## config.mk

```make
export PLATFORM = sky130hd
export DESIGN_NAME = asp_host_flat
export DESIGN_NICKNAME = d
export VERILOG_FILES = /design/src/rtl/asp_pkg.sv /design/src/rtl/asp_link_if.sv /design/src/rtl/asp_host.sv /design/src/flat_wrapper.sv
export SDC_FILE = /design/constraint.sdc
export NUM_CORES = 1
export LEC_CHECK = 0
export ABC_AREA = 1
export BUFFER_PORTS_ARGS = -buffer_cell sky130_fd_sc_hd__buf_2
export CELL_PAD_IN_SITES_DETAIL_PLACEMENT = 0
export CELL_PAD_IN_SITES_GLOBAL_PLACEMENT = 1
export CORE_MARGIN = 8
export CORE_UTILIZATION = 42
export DETAILED_ROUTE_END_ITERATION = 16
export PLACE_DENSITY = 0.9
export REMOVE_ABC_BUFFERS = 1
export SYNTH_ARGS = -nofsm -noshare
export SYNTH_HDL_FRONTEND = slang
export SYNTH_SLANG_ARGS = --single-unit
```

## constraint.sdc

```tcl
create_clock -name aclk -period 4.9 [get_ports aclk]
set_clock_uncertainty 0.1 [all_clocks]
set_input_delay 1.47 -clock aclk [delete_from_list [all_inputs] [get_ports aclk]]
set_output_delay 1.47 -clock aclk [all_outputs]
set_load 0.02 [all_outputs]
```

## src/rtl/asp_pkg.sv

```systemverilog
// constants and types for both ends of the serial port
// Summary of operation
// - device samples data-in on clock rising edge
// - device changes data-out on clock falling edge
// - host: direction high reads, low writes
// - read order: eoc, overrange, sign, magnitude msb-first
// - direction high: data-out shows eoc before clocking
// - host starts write only while eoc low
// - write moves 8-bit preset into input shifter
// - host ends write raising direction after 8 bits
// - direction rising: preset loads, conversion starts
// - host writes preset after reset before converting
// - two select lines pick channel, lsb first
// - oscillator divided by four gives timebase
// - reset input high holds auto-zero state
// - auto-zero and integrate durations equal, from preset
package asp_pkg;
    // link word sizes
    localparam int ASP_PRESET_W = 8;
    localparam int ASP_MAG_W    = 17;
    localparam int ASP_FRAME_W  = 20;
    // device timebase and phase counts
    localparam logic [1:0]  ASP_OSC_DIV_LAST = 2'h3;
    localparam logic [16:0] ASP_CNT_END      = 17'h0FFFF;
    localparam logic [16:0] ASP_DEINT_MAX    = 17'h1FFFF;
    localparam logic [16:0] ASP_IZ_LAST      = 17'h00003;
    localparam logic [7:0]  ASP_CNT_LOW      = 8'h00;
    localparam logic [4:0]  ASP_FRAME_LAST   = 5'h13;
    // host link timing: last aclk count of a half link clock, write bits, read falls
    localparam logic [7:0]  ASP_HALF_LAST    = 8'h07;
    localparam logic [4:0]  ASP_WR_BITS      = 5'h08;
    localparam logic [4:0]  ASP_RD_FALLS     = 5'h14;
    // host register map, byte addresses
    localparam logic [7:0]  ASP_REG_CTRL     = 8'h00;
    localparam logic [7:0]  ASP_REG_PRESET   = 8'h04;
    localparam logic [7:0]  ASP_REG_STATUS   = 8'h08;
    localparam logic [7:0]  ASP_REG_RESULT   = 8'h0C;
    // control field positions
    localparam int ASP_CTRL_WRITE = 0;
    localparam int ASP_CTRL_READ  = 1;
    localparam int ASP_CTRL_CH_LO = 2;
    // bus responses
    localparam logic [1:0]  ASP_RESP_OKAY    = 2'h0;
    localparam logic [1:0]  ASP_RESP_SLVERR  = 2'h2;
    // converter phases
    typedef enum logic [1:0] {
        ASP_AUTO_ZERO_PHASE, ASP_INTEGRATE, ASP_DEINTEGRATE, ASP_INT_ZERO
    } asp_phase_e;
    // host sequencer states
    typedef enum logic [1:0] {
        ASP_H_IDLE, ASP_H_WAIT_EOC, ASP_H_WRITE, ASP_H_READ
    } asp_hstate_e;
endpackage
```

## src/rtl/asp_link_if.sv

```systemverilog
// serial link wires between host and converter
`timescale 1ns/1ps
interface asp_link_if;
    logic dclk;
    logic din;
    logic dout;
    logic rw;
    logic eoc_n;
    logic channel_select_lsb;
    logic channel_select_msb;
    modport device (input dclk, din, rw, channel_select_lsb, channel_select_msb,
                    output dout, eoc_n);
    modport host (output dclk, din, rw, channel_select_lsb, channel_select_msb,
                  input dout, eoc_n);
endinterface

```

## src/rtl/asp_host.sv

```systemverilog
// host end: AXI4-Lite registers driving the serial port
//
// Implementation choices: the AXI4-Lite slave port and the placing of the registers.
`timescale 1ns/1ps
module asp_host (
    // clock and reset
    input  wire logic        aclk,
    input  wire logic        aresetn,
    // write address and data
    input  wire logic [7:0]  awaddr,
    input  wire logic        awvalid,
    output logic             awready,
    input  wire logic [31:0] wdata,
    input  wire logic [3:0]  wstrb,
    input  wire logic        wvalid,
    output logic             wready,
    // write response
    output logic [1:0]       bresp,
    output logic             bvalid,
    input  wire logic        bready,
    // read
    input  wire logic [7:0]  araddr,
    input  wire logic        arvalid,
    output logic             arready,
    output logic [31:0]      rdata,
    output logic [1:0]       rresp,
    output logic             rvalid,
    input  wire logic        rready,
    // link to converter
    asp_link_if.host         link
);
    import asp_pkg::*;

    typedef struct packed {
        logic                    aw_got;
        logic [7:0]              waddr;
        logic                    w_got;
        logic [7:0]              wbyte;
        logic                    bvalid;
        logic [1:0]              bresp;
        logic                    rvalid;
        logic [1:0]              rresp;
        logic [31:0]             rdata;
        logic [1:0]              chan;
        logic [ASP_PRESET_W-1:0] preset;
        logic [ASP_FRAME_W-1:0]  result;
        logic [1:0]              eoc_sync;
        logic [1:0]              dout_sync;
        asp_hstate_e             st;
        logic [7:0]              half;
        logic [4:0]              bits;
        logic [ASP_PRESET_W-1:0] sh;
        logic                    dclk;
        logic                    din;
        logic                    writing;
        logic                    start_wr;
        logic                    start_rd;
    } asp_host_s;

    asp_host_s r;
    asp_host_s next_r;
    logic      half_done;

    // bus handshakes
    assign awready = ~r.aw_got & ~r.bvalid;
    assign wready  = ~r.w_got & ~r.bvalid;
    assign bvalid  = r.bvalid;
    assign bresp   = r.bresp;
    assign arready = ~r.rvalid;
    assign rvalid  = r.rvalid;
    assign rresp   = r.rresp;
    assign rdata   = r.rdata;

    // link pins; rw idles high so reset leaves the port reading
    assign link.dclk               = r.dclk;
    assign link.din                = r.din;
    assign link.rw                 = ~r.writing;
    assign link.channel_select_lsb = r.chan[0];
    assign link.channel_select_msb = r.chan[1];

    assign half_done = (r.half == ASP_HALF_LAST);

    always_comb begin
        next_r           = r;
        next_r.eoc_sync  = {r.eoc_sync[0], link.eoc_n};
        next_r.dout_sync = {r.dout_sync[0], link.dout};
        next_r.start_wr  = 1'b0;
        next_r.start_rd  = 1'b0;
        // register writes, aw and w in either order
        if (awvalid && awready) begin
            next_r.aw_got = 1'b1;
            next_r.waddr  = awaddr;
        end
        if (wvalid && wready) begin
            next_r.w_got = 1'b1;
            next_r.wbyte = wstrb[0] ? wdata[7:0] : r.wbyte;
        end
        if (r.aw_got && r.w_got) begin
            next_r.aw_got = 1'b0;
            next_r.w_got  = 1'b0;
            next_r.bvalid = 1'b1;
            next_r.bresp  = ASP_RESP_OKAY;
            unique case (r.waddr)
                ASP_REG_CTRL: begin
                    next_r.chan     = r.wbyte[ASP_CTRL_CH_LO+1:ASP_CTRL_CH_LO];
                    next_r.start_wr = r.wbyte[ASP_CTRL_WRITE];
                    next_r.start_rd = r.wbyte[ASP_CTRL_READ];
                end
                ASP_REG_PRESET: next_r.preset = r.wbyte;
                ASP_REG_STATUS, ASP_REG_RESULT: ;
                default: next_r.bresp = ASP_RESP_SLVERR;
            endcase
        end
        if (r.bvalid && bready) begin
            next_r.bvalid = 1'b0;
        end
        // register reads
        if (arvalid && arready) begin
            next_r.rvalid = 1'b1;
            next_r.rresp  = ASP_RESP_OKAY;
            unique case (araddr)
                ASP_REG_CTRL:   next_r.rdata = {28'h0, r.chan, 2'h0};
                ASP_REG_PRESET: next_r.rdata = {24'h0, r.preset};
                ASP_REG_STATUS: next_r.rdata = {30'h0, r.eoc_sync[1], r.st != ASP_H_IDLE};
                ASP_REG_RESULT: next_r.rdata = {12'h000, r.result};
                default: begin
                    next_r.rdata = 32'h0;
                    next_r.rresp = ASP_RESP_SLVERR;
                end
            endcase
        end else if (r.rvalid && rready) begin
            next_r.rvalid = 1'b0;
        end
        // link sequencer; starts arriving while busy are dropped
        next_r.half = half_done ? 8'h00 : r.half + 8'h01;
        unique case (r.st)
            ASP_H_IDLE: begin
                next_r.half = 8'h00;
                next_r.bits = 5'h00;
                if (r.start_wr) begin
                    next_r.st = ASP_H_WAIT_EOC;
                end else if (r.start_rd) begin
                    next_r.st     = ASP_H_READ;
                    next_r.result = {r.dout_sync[1], 19'h0};
                end
            end
            ASP_H_WAIT_EOC: begin
                // writing outside auto-zero would upset the integrator
                next_r.half = 8'h00;
                if (!r.eoc_sync[1]) begin
                    next_r.st      = ASP_H_WRITE;
                    next_r.writing = 1'b1;
                    next_r.din     = r.preset[ASP_PRESET_W-1];
                    next_r.sh      = {r.preset[ASP_PRESET_W-2:0], 1'b0};
                end
            end
            ASP_H_WRITE: begin
                if (half_done) begin
                    if (r.dclk) begin
                        next_r.dclk = 1'b0;
                        next_r.bits = r.bits + 5'h01;
                        next_r.din  = r.sh[ASP_PRESET_W-1];
                        next_r.sh   = {r.sh[ASP_PRESET_W-2:0], 1'b0};
                    end else if (r.bits == ASP_WR_BITS) begin
                        next_r.writing = 1'b0;
                        next_r.din     = 1'b0;
                        next_r.st      = ASP_H_IDLE;
                    end else begin
                        next_r.dclk = 1'b1;
                    end
                end
            end
            ASP_H_READ: begin
                // twentieth fall wraps the device back to its eoc bit
                if (half_done) begin
                    if (r.dclk) begin
                        next_r.dclk = 1'b0;
                        next_r.bits = r.bits + 5'h01;
                    end else if (r.bits == ASP_RD_FALLS) begin
                        next_r.st = ASP_H_IDLE;
                    end else begin
                        if (r.bits != 5'h00) begin
                            next_r.result[ASP_FRAME_W-1-r.bits] = r.dout_sync[1];
                        end
                        next_r.dclk = 1'b1;
                    end
                end
            end
        endcase
    end

    always_ff @(posedge aclk) begin
        if (!aresetn) begin
            r <= '0;
        end else begin
            r <= next_r;
        end
    end

endmodule // asp_host

```

## src/flat_wrapper.sv

```systemverilog
// flat-port wrapper written by rule: the top's interface ports become plain ports
module asp_host_flat import asp_pkg::*;
  (aclk, aresetn, awaddr, awvalid, awready, wdata, wstrb, wvalid, wready, bresp, bvalid, bready, araddr, arvalid, arready, rdata, rresp, rvalid, rready, link_dclk, link_din, link_rw, link_channel_select_lsb, link_channel_select_msb, link_dout, link_eoc_n);
  asp_link_if link_i ();
  input  wire logic aclk;
  input  wire logic aresetn;
  input  wire logic [7:0] awaddr;
  input  wire logic awvalid;
  output logic awready;
  input  wire logic [31:0] wdata;
  input  wire logic [3:0] wstrb;
  input  wire logic wvalid;
  output logic wready;
  output logic [1:0] bresp;
  output logic bvalid;
  input  wire logic bready;
  input  wire logic [7:0] araddr;
  input  wire logic arvalid;
  output logic arready;
  output logic [31:0] rdata;
  output logic [1:0] rresp;
  output logic rvalid;
  input  wire logic rready;
  output wire logic [$bits(link_i.dclk)-1:0] link_dclk;
  output wire logic [$bits(link_i.din)-1:0] link_din;
  output wire logic [$bits(link_i.rw)-1:0] link_rw;
  output wire logic [$bits(link_i.channel_select_lsb)-1:0] link_channel_select_lsb;
  output wire logic [$bits(link_i.channel_select_msb)-1:0] link_channel_select_msb;
  input wire logic [$bits(link_i.dout)-1:0] link_dout;
  input wire logic [$bits(link_i.eoc_n)-1:0] link_eoc_n;
  assign link_dclk = link_i.dclk;
  assign link_din = link_i.din;
  assign link_rw = link_i.rw;
  assign link_channel_select_lsb = link_i.channel_select_lsb;
  assign link_channel_select_msb = link_i.channel_select_msb;
  assign link_i.dout = link_dout;
  assign link_i.eoc_n = link_eoc_n;
  asp_host u_core (.aclk(aclk), .aresetn(aresetn), .awaddr(awaddr), .awvalid(awvalid), .awready(awready), .wdata(wdata), .wstrb(wstrb), .wvalid(wvalid), .wready(wready), .bresp(bresp), .bvalid(bvalid), .bready(bready), .araddr(araddr), .arvalid(arvalid), .arready(arready), .rdata(rdata), .rresp(rresp), .rvalid(rvalid), .rready(rready), .link(link_i));
endmodule
```

==> flow_metrics.py, run 1 <==
metrics = {
    "run_status": {
        "status": "finished, final reports clean",
    },
    "worst_setup_path": {
        "rr_worst_depth": 10,
        "cp.depth": 2,
        "worst_setup_path_start_kind": "flop",
        "cpLargestDelayFamily": "flip-flops",
        "worst_path_largest_cell_delay_ns": 0.35,
        "endpoint_kind": "output port",
        "crit_type": "flop to output port",
        "arrival_ns": 1.06,
        "critPathRequiredTime_ns": 3.33,
        "ff2ff_setup_slack_ns": 2.38,
        "worstPathCellList": "nor2_1, buf_2",
        "critPathSlowestCell": "dfxtp_1",
        "crit_buf_inv": 1,
        "crit_fanout": 5,
    },
    "finish": {
        "diodes": 0,
        "seqCellArea_um2": 2060,
        "multi_input_area_um2": 2430,
        "layout.nets": 814,
        "area_growth_pct": 11.0,
        "regMostFlops": "u_core.r",
        "postLayoutCellArea_um2": 5600,
        "finish.utilization_pct": 47.2,
        "largest_reg_flops": 73,
        "drive_gt1_share_pct": 16.4,
        "fin_cells": 891,
        "n_fill_cell": 1174,
    },
    "synth": {
        "synthAdderAreaFrac_pct": 3.47,
        "ys_warn_count": 0,
        "synthCells": 706,
        "synth.avg_cell_area_um2": 7.15,
        "synthXorXnorAreaFrac_pct": 0.347,
        "synth_compound_area_share_pct": 16.3,
        "synthSimpleGateAreaFrac_pct": 26.9,
        "synthMuxAreaShare_pct": 0,
        "ys_types": 36,
        "synth_seq_cells": 103,
        "synth-seq-area-share_pct": 40.9,
        "synth_top_family_by_area": "simple AND/OR/NAND/NOR gates",
        "syn_area_um2": 5050,
    },
    "placed_design": {
        "finalWeightedCongestion": 0.816,
        "post_dp_cell_area_um2": 5250,
        "dp_hpwl_mm": 8.32,
        "port_buffers": 65,
        "place_inst": 875,
    },
    "routing": {
        "wl_per_cell_um": 12.9,
        "drtPass1Iterations": 4,
        "drc": 0,
        "routed_wl_mm": 11.5,
        "antenna_left": 0,
        "via_count": 4410,
        "vias_per_cell": 4.95,
        "drt_iter0_markers": 208,
    },
    "power": {
        "ir_drop_mv": 0.170,
        "p_per_area_nw_per_um2": 391,
        "leakage_nw": 2.30,
    },
    "sta": {
        "setup_tns_ns": 0,
        "finalSetupViolCount": 0,
        "drv_slew": 0,
        "fmax_ghz": 0.380,
        "hold_slack_ns": 0.324,
        "min_period_ns": 2.63,
        "fin_crit_sh_pct": 53.8,
        "final-hold-violation-count": 0,
        "worst_slew_pin_slew_ns": 0.729,
        "max-slew-margin-rel_pct": 51.4,
        "rsz0062_at_grt": "false",
    },
    "cts": {
        "post_cts_buffers": 0,
        "cts_tree": "built",
        "clk_path_buf_depth": 2,
        "cts_max_level": 3,
        "clock-sinks": 103,
        "path_clk_slew_ns": 0.07,
        "cts_buffers": 9,
        "clk_latency_ns": 0.35,
        "ctsHoldBuffers": 0,
        "cts_resized": 0,
        "cts_root_buffer": "clkbuf_16",
    },
    "run": {
        "max_cap_violations": 0,
    },
    "global_routing": {
        "grt_pass1_wl_mm": 19.7,
        "antenna_found_initial": 1,
        "grt_overflow": 0,
        "grt_pass1_vias": 4316,
        "grtUsageTotal_pct": 14.8,
        "grt_max_degree": 44,
    },
    "worst_hold_path": {
        "hold_class": "flop to flop",
        "whs_path_depth": 2,
    },
    "floorplanning": {
        "ioPinCount": 107,
        "dieArea_um2": 15800,
        "coreArea_um2": 11900,
        "die_y_um": 126,
        "start_util_pct": 42.6,
        "die_w_um": 126,
        "num_rows": 40,
    },
}
## cell usage in the layout (no fill, tap or decap), types with 2 or more instances in the layout
master and n:
nand2_1 166, dfxtp_1 103, a21oi_1 73, buf_2 65, o21ai_0 64, nor2_1 58, inv_1 54, nand3_1 50
ha_1 14, conb_1 14, nand2_2 13, a21oi_2 10, nor3_1 10, clkbuf_16 9, inv_2 5, nor3_2 3
nand4_1 3, bufinv_16 3, buf_4 3, and3_1 2, a31oi_1 2, clkinv_1 2, a211oi_1 2, inv_6 2
## power by group
group / leakage [nW] / switching (mW) / total (mW) / internal [mW]
sequential: 0.837 / 0.0242 / 0.901 / 0.877
clock: 0.169 / 0.327 / 0.834 / 0.507
combinational: 1.30 / 0.330 / 0.458 / 0.128
total: 2.30 / 0.681 / 2.19 / 1.51
## cell families (layout without fill, tap and decap cells)
family,count (synthesis),after routing
AO/OA/AOI/OAI,154,154
XOR/XNOR,2,2
buffers and inverters,120,145
adder cells (fa/ha/maj),14,14
flip-flops,103,103
AND/OR/NAND/NOR,312,312
other,1,14
## per-layer routing
layer	routed length [µm]	global-route usage (%)	part of all wire [%]
met1	5230	17.4	46
met3	560	4.51	4.9
met5	10	0	0.087
met4	171	4.58	1.5
met2	5480	25.4	48
## cells in the mapped netlist (all sizes together)
cell,count,area [µm²]
a21oi,83,453
inv,59,221
nor4,1,6.26
o21ai,66,334
and3,2,12.5
clkbuf,17,63.8
nand3,51,260
xor2,1,8.76
nor2,61,255
nand2,179,704
a211oi,2,15.0
buf,42,314
dfxtp,103,2060
or2,1,6.26
nand4,3,18.8
a31oi,2,12.5
conb,1,3.75
nor3,14,96.4
ha,14,175
o21a,1,7.51
xnor2,1,8.76
clkinv,2,7.51
## through the flow
stage,total power [mW],worst slack (ns)
5_1_grt,2.32,2.10
4_1_cts,2.21,2.26
3_3_place_gp,1.36,2.05
6_report,2.19,2.27
2_1_floorplan,1.25,2.01
3_5_place_dp,1.38,2.01
## worst paths after layout
path	end	from
worst max-delay path	wready	u_core.bvalid
worst min register to register	u_core.r[29]	u_core.next_r[29]
worst min-delay path	u_core.r[29]	u_core.next_r[29]
worst max register to register	u_core.r[45]	u_core.r[26]
## worst reg2reg max path, stage by stage (launching register included)
cell and delay (ns):
dfxtp_1 0.37, ha_1 0.65, inv_2 0.07, nand2_1 0.08, nand3_1 0.06, nor2_1 0.11, nand2_2 0.11, nand2_1 0.55
nand2_1 0.13, nand2_1 0.11, a21oi_2 0.05
## area by class of cell
cell class / count / area share, %
Multi-Input combinational cell: 496 / 43.3
Sequential cell: 103 / 36.8
Timing Repair Buffer: 68 / 6.21
Inverter: 61 / 4.09
Clock buffer: 9 / 4.02
Tap cell: 147 / 3.28
Clock inverter: 7 / 2.26
No activity file was read; power rests on OpenSTA's default activity.
==> inputs of run 2 (changes only) <==
Settings changed: ABC_AREA 1 to 0, CORE_UTILIZATION 42 to 41, PLACE_DENSITY 0.9 to 0.85.
Clock period 4.9 ns to 2.46 ns, I/O delays scaled along.
==> run 2 against run 1 <==
Against the previous run: flip-flop and latch count did not move; via count shrank 4.2%; worst setup slack lost 2.0 ns; synthesized area rose by 0.59%; critical path depth increased by 5; power increased by 82%; final area is 0.98% higher; worst hold slack improved by 0.015 ns; synthesized cell count shrank 17%; critical path type is now flop to flop.
==> flow_metrics.py, run 2 <==
metrics = {
    "cts": {
        "clk_latency_ns": 0.35,
        "cts_buffers": 9,
        "clock-sinks": 103,
        "cts_max_level": 3,
        "clk_path_buf_depth": 2,
        "cts_root_buffer": "clkbuf_16",
        "cts_tree": "built",
        "path_clk_slew_ns": 0.07,
        "post_cts_buffers": 0,
    },
    "run_status": {
        "status": "finished, final reports clean",
    },
    "finish": {
        "layout.nets": 694,
        "n_fill_cell": 1167,
        "multi_input_area_um2": 2580,
        "final_common_cell": "dfxtp_1",
        "fin_cells": 791,
        "area_growth_pct": 11.4,
        "final_cell_mix": "dfxtp_1 (102), buf_2 (65), nor2_1 (62)",
        "largest_reg_flops": 73,
        "finish.utilization_pct": 46.9,
        "postLayoutCellArea_um2": 5660,
        "drive_gt1_share_pct": 17.7,
        "seqCellArea_um2": 2060,
        "diodes": 0,
        "regMostFlops": "u_core.r",
    },
    "floorplanning": {
        "ioPinCount": 107,
        "die_w_um": 127,
        "dieArea_um2": 16200,
        "start_util_pct": 42.1,
        "die_y_um": 127,
        "coreArea_um2": 12100,
        "num_rows": 40,
    },
    "worst_setup_path": {
        "crit_type": "flop to flop",
        "arrival_ns": 2.34,
        "crit_fanout": 12,
        "endpoint_kind": "flop",
        "critPathRequiredTime_ns": 2.58,
        "worst_setup_path_start_kind": "flop",
    },
    "synth": {
        "synth_area_leaders": "dfxtp_1 (41%), buf_4 (5.5%), mux2i_1 (5.3%)",
        "synth_top_area_share_pct": 40.6,
        "syn_area_um2": 5080,
        "synth_edf_count": 0,
        "synthCells": 588,
        "synth.largest_area_cell": "dfxtp_1",
        "synth-seq-area-share_pct": 40.6,
        "ys.flop_type": "dfxtp_1",
        "synthArstFlopShare_pct": 0,
        "synth.avg_cell_area_um2": 8.63,
        "ys_warn_count": 0,
        "ys_types": 59,
        "synth_seq_cells": 103,
        "synthTopCellsByCount": "dfxtp_1 (103), nor2_1 (62), nand2_1 (41)",
        "yosys.cell_count.top_type": "dfxtp_1",
    },
    "routing": {
        "vias_per_cell": 5.34,
        "antenna_left": 0,
        "drt_iter0_markers": 257,
        "routed_wl_mm": 11.8,
        "via_count": 4225,
        "drtPass1Iterations": 7,
        "drc": 0,
        "wl_per_cell_um": 14.9,
    },
    "sta": {
        "final-hold-violation-count": 0,
        "drv_slew": 0,
        "finalSetupViolCount": 0,
        "fin_crit_sh_pct": 90.1,
        "setup_tns_ns": 0,
        "max-slew-margin-rel_pct": 51.7,
        "fmax_ghz": 0.451,
        "rsz0062_at_grt": "false",
        "min_period_ns": 2.22,
        "worst_slew_pin_slew_ns": 0.723,
    },
    "placed_design": {
        "place_inst": 776,
        "dp_hpwl_mm": 8.63,
        "finalWeightedCongestion": 0.854,
        "port_buffers": 65,
        "post_dp_cell_area_um2": 5370,
    },
    "global_routing": {
        "antenna_found_initial": 0,
        "grt_max_degree": 60,
        "grt_pass1_vias": 4113,
        "grtUsageTotal_pct": 14.8,
        "grt_overflow": 0,
        "grt_pass1_wl_mm": 19.8,
    },
    "power": {
        "p_per_area_nw_per_um2": 707,
        "leakage_nw": 2.26,
        "ir_drop_mv": 0.357,
    },
    "run": {
        "max_cap_violations": 0,
    },
    "worst_hold_path": {
        "hold_class": "flop to flop",
    },
}
-- run 2: changes by cell type in the layout (fill, tap and decap cells not counted), sizes merged, moves of 9 or more --
cell / before / now
nand2: 179 / 41
a21oi: 83 / 30
inv: 62 / 18
nand3: 51 / 16
mux2i: 0 / 27
o21ai: 66 / 40
a22oi: 0 / 18
buf: 68 / 81
a211oi: 2 / 14
nand4: 3 / 12
-- run 2: cells by family after synthesis --
| family | synth area share (%) |
|---|---|
| simple gates | 19.7 |
| compound gates | 18.8 |
| flops | 40.6 |
| buf+inv | 9.56 |
| mux | 6.65 |
| fa+ha+maj | 3.45 |
| xor+xnor | 1.21 |
| other cells | 0.0739 |
-- run 2: per-layer routing --
metal	wire length, µm	up-vias	track usage, %
met5	0	-	0
met4	189	0	6.09
met3	634	13	4.20
met2	5430	104	24.1
met1	5540	1998	18.0
li1	-	2110	-
-- run 2: final timing paths --
| path | endpoint | from | cells past startpoint | slack [ns] |
|---|---|---|---|---|
| setup / recovery | u_core.r[38] | u_core.r[16] | 7 | 0.24 |
| hold / removal | u_core.r[29] | u_core.next_r[29] | 1 | 0.34 |
| setup reg to reg | u_core.r[38] | u_core.r[16] | 7 | 0.24 |
| hold reg to reg | u_core.r[29] | u_core.next_r[29] | 1 | 0.34 |
-- run 2: power breakdown --
| part | switching (mW) | total (mW) | internal, mW |
|---|---|---|---|
| combinational | 0.557 | 0.879 | 0.322 |
| sequential | 0.0445 | 1.76 | 1.72 |
| clock | 0.593 | 1.36 | 0.764 |
| total | 1.19 | 4.00 | 2.80 |
-- run 2: timing repair --
| item | 4_1_cts | 5_1_grt |
|---|---|---|
| gates resized for setup | 0 | 1 |
| endpoints found under the setup margin | 0 | 2 |
| hold buffers | 0 | 0 |
-- run 2: area by class of cell --
cell class	instances	share of cell area, %
Timing Repair Buffer	81	7.87
Tap cell	168	3.72
Clock buffer	13	4.78
Clock inverter	2	0.265
Inverter	18	1.19
Sequential cell	103	36.5
Multi-Input combinational cell	406	45.7
-- run 2: through the flow --
stage	total power, mW	hold WS (ns)	worst slack, ns
after detailed placement	2.67	0.320	0.200
after CTS	4.03	0.337	0.179
after global routing	4.21	0.370	0.104
after floorplan	2.40	0.312	-0.0711
final	4.00	0.339	0.243
after global placement	2.65	0.316	0.268
-- run 2: worst max-delay path, stage by stage (launching register included) --
cell and delay, ns:
dfxtp_2 0.39, inv_1 0.10, ha_1 0.24, mux2_2 0.30
a221o_1 0.34, buf_4 0.20, o311ai_1 0.30, o21ai_1 0.11
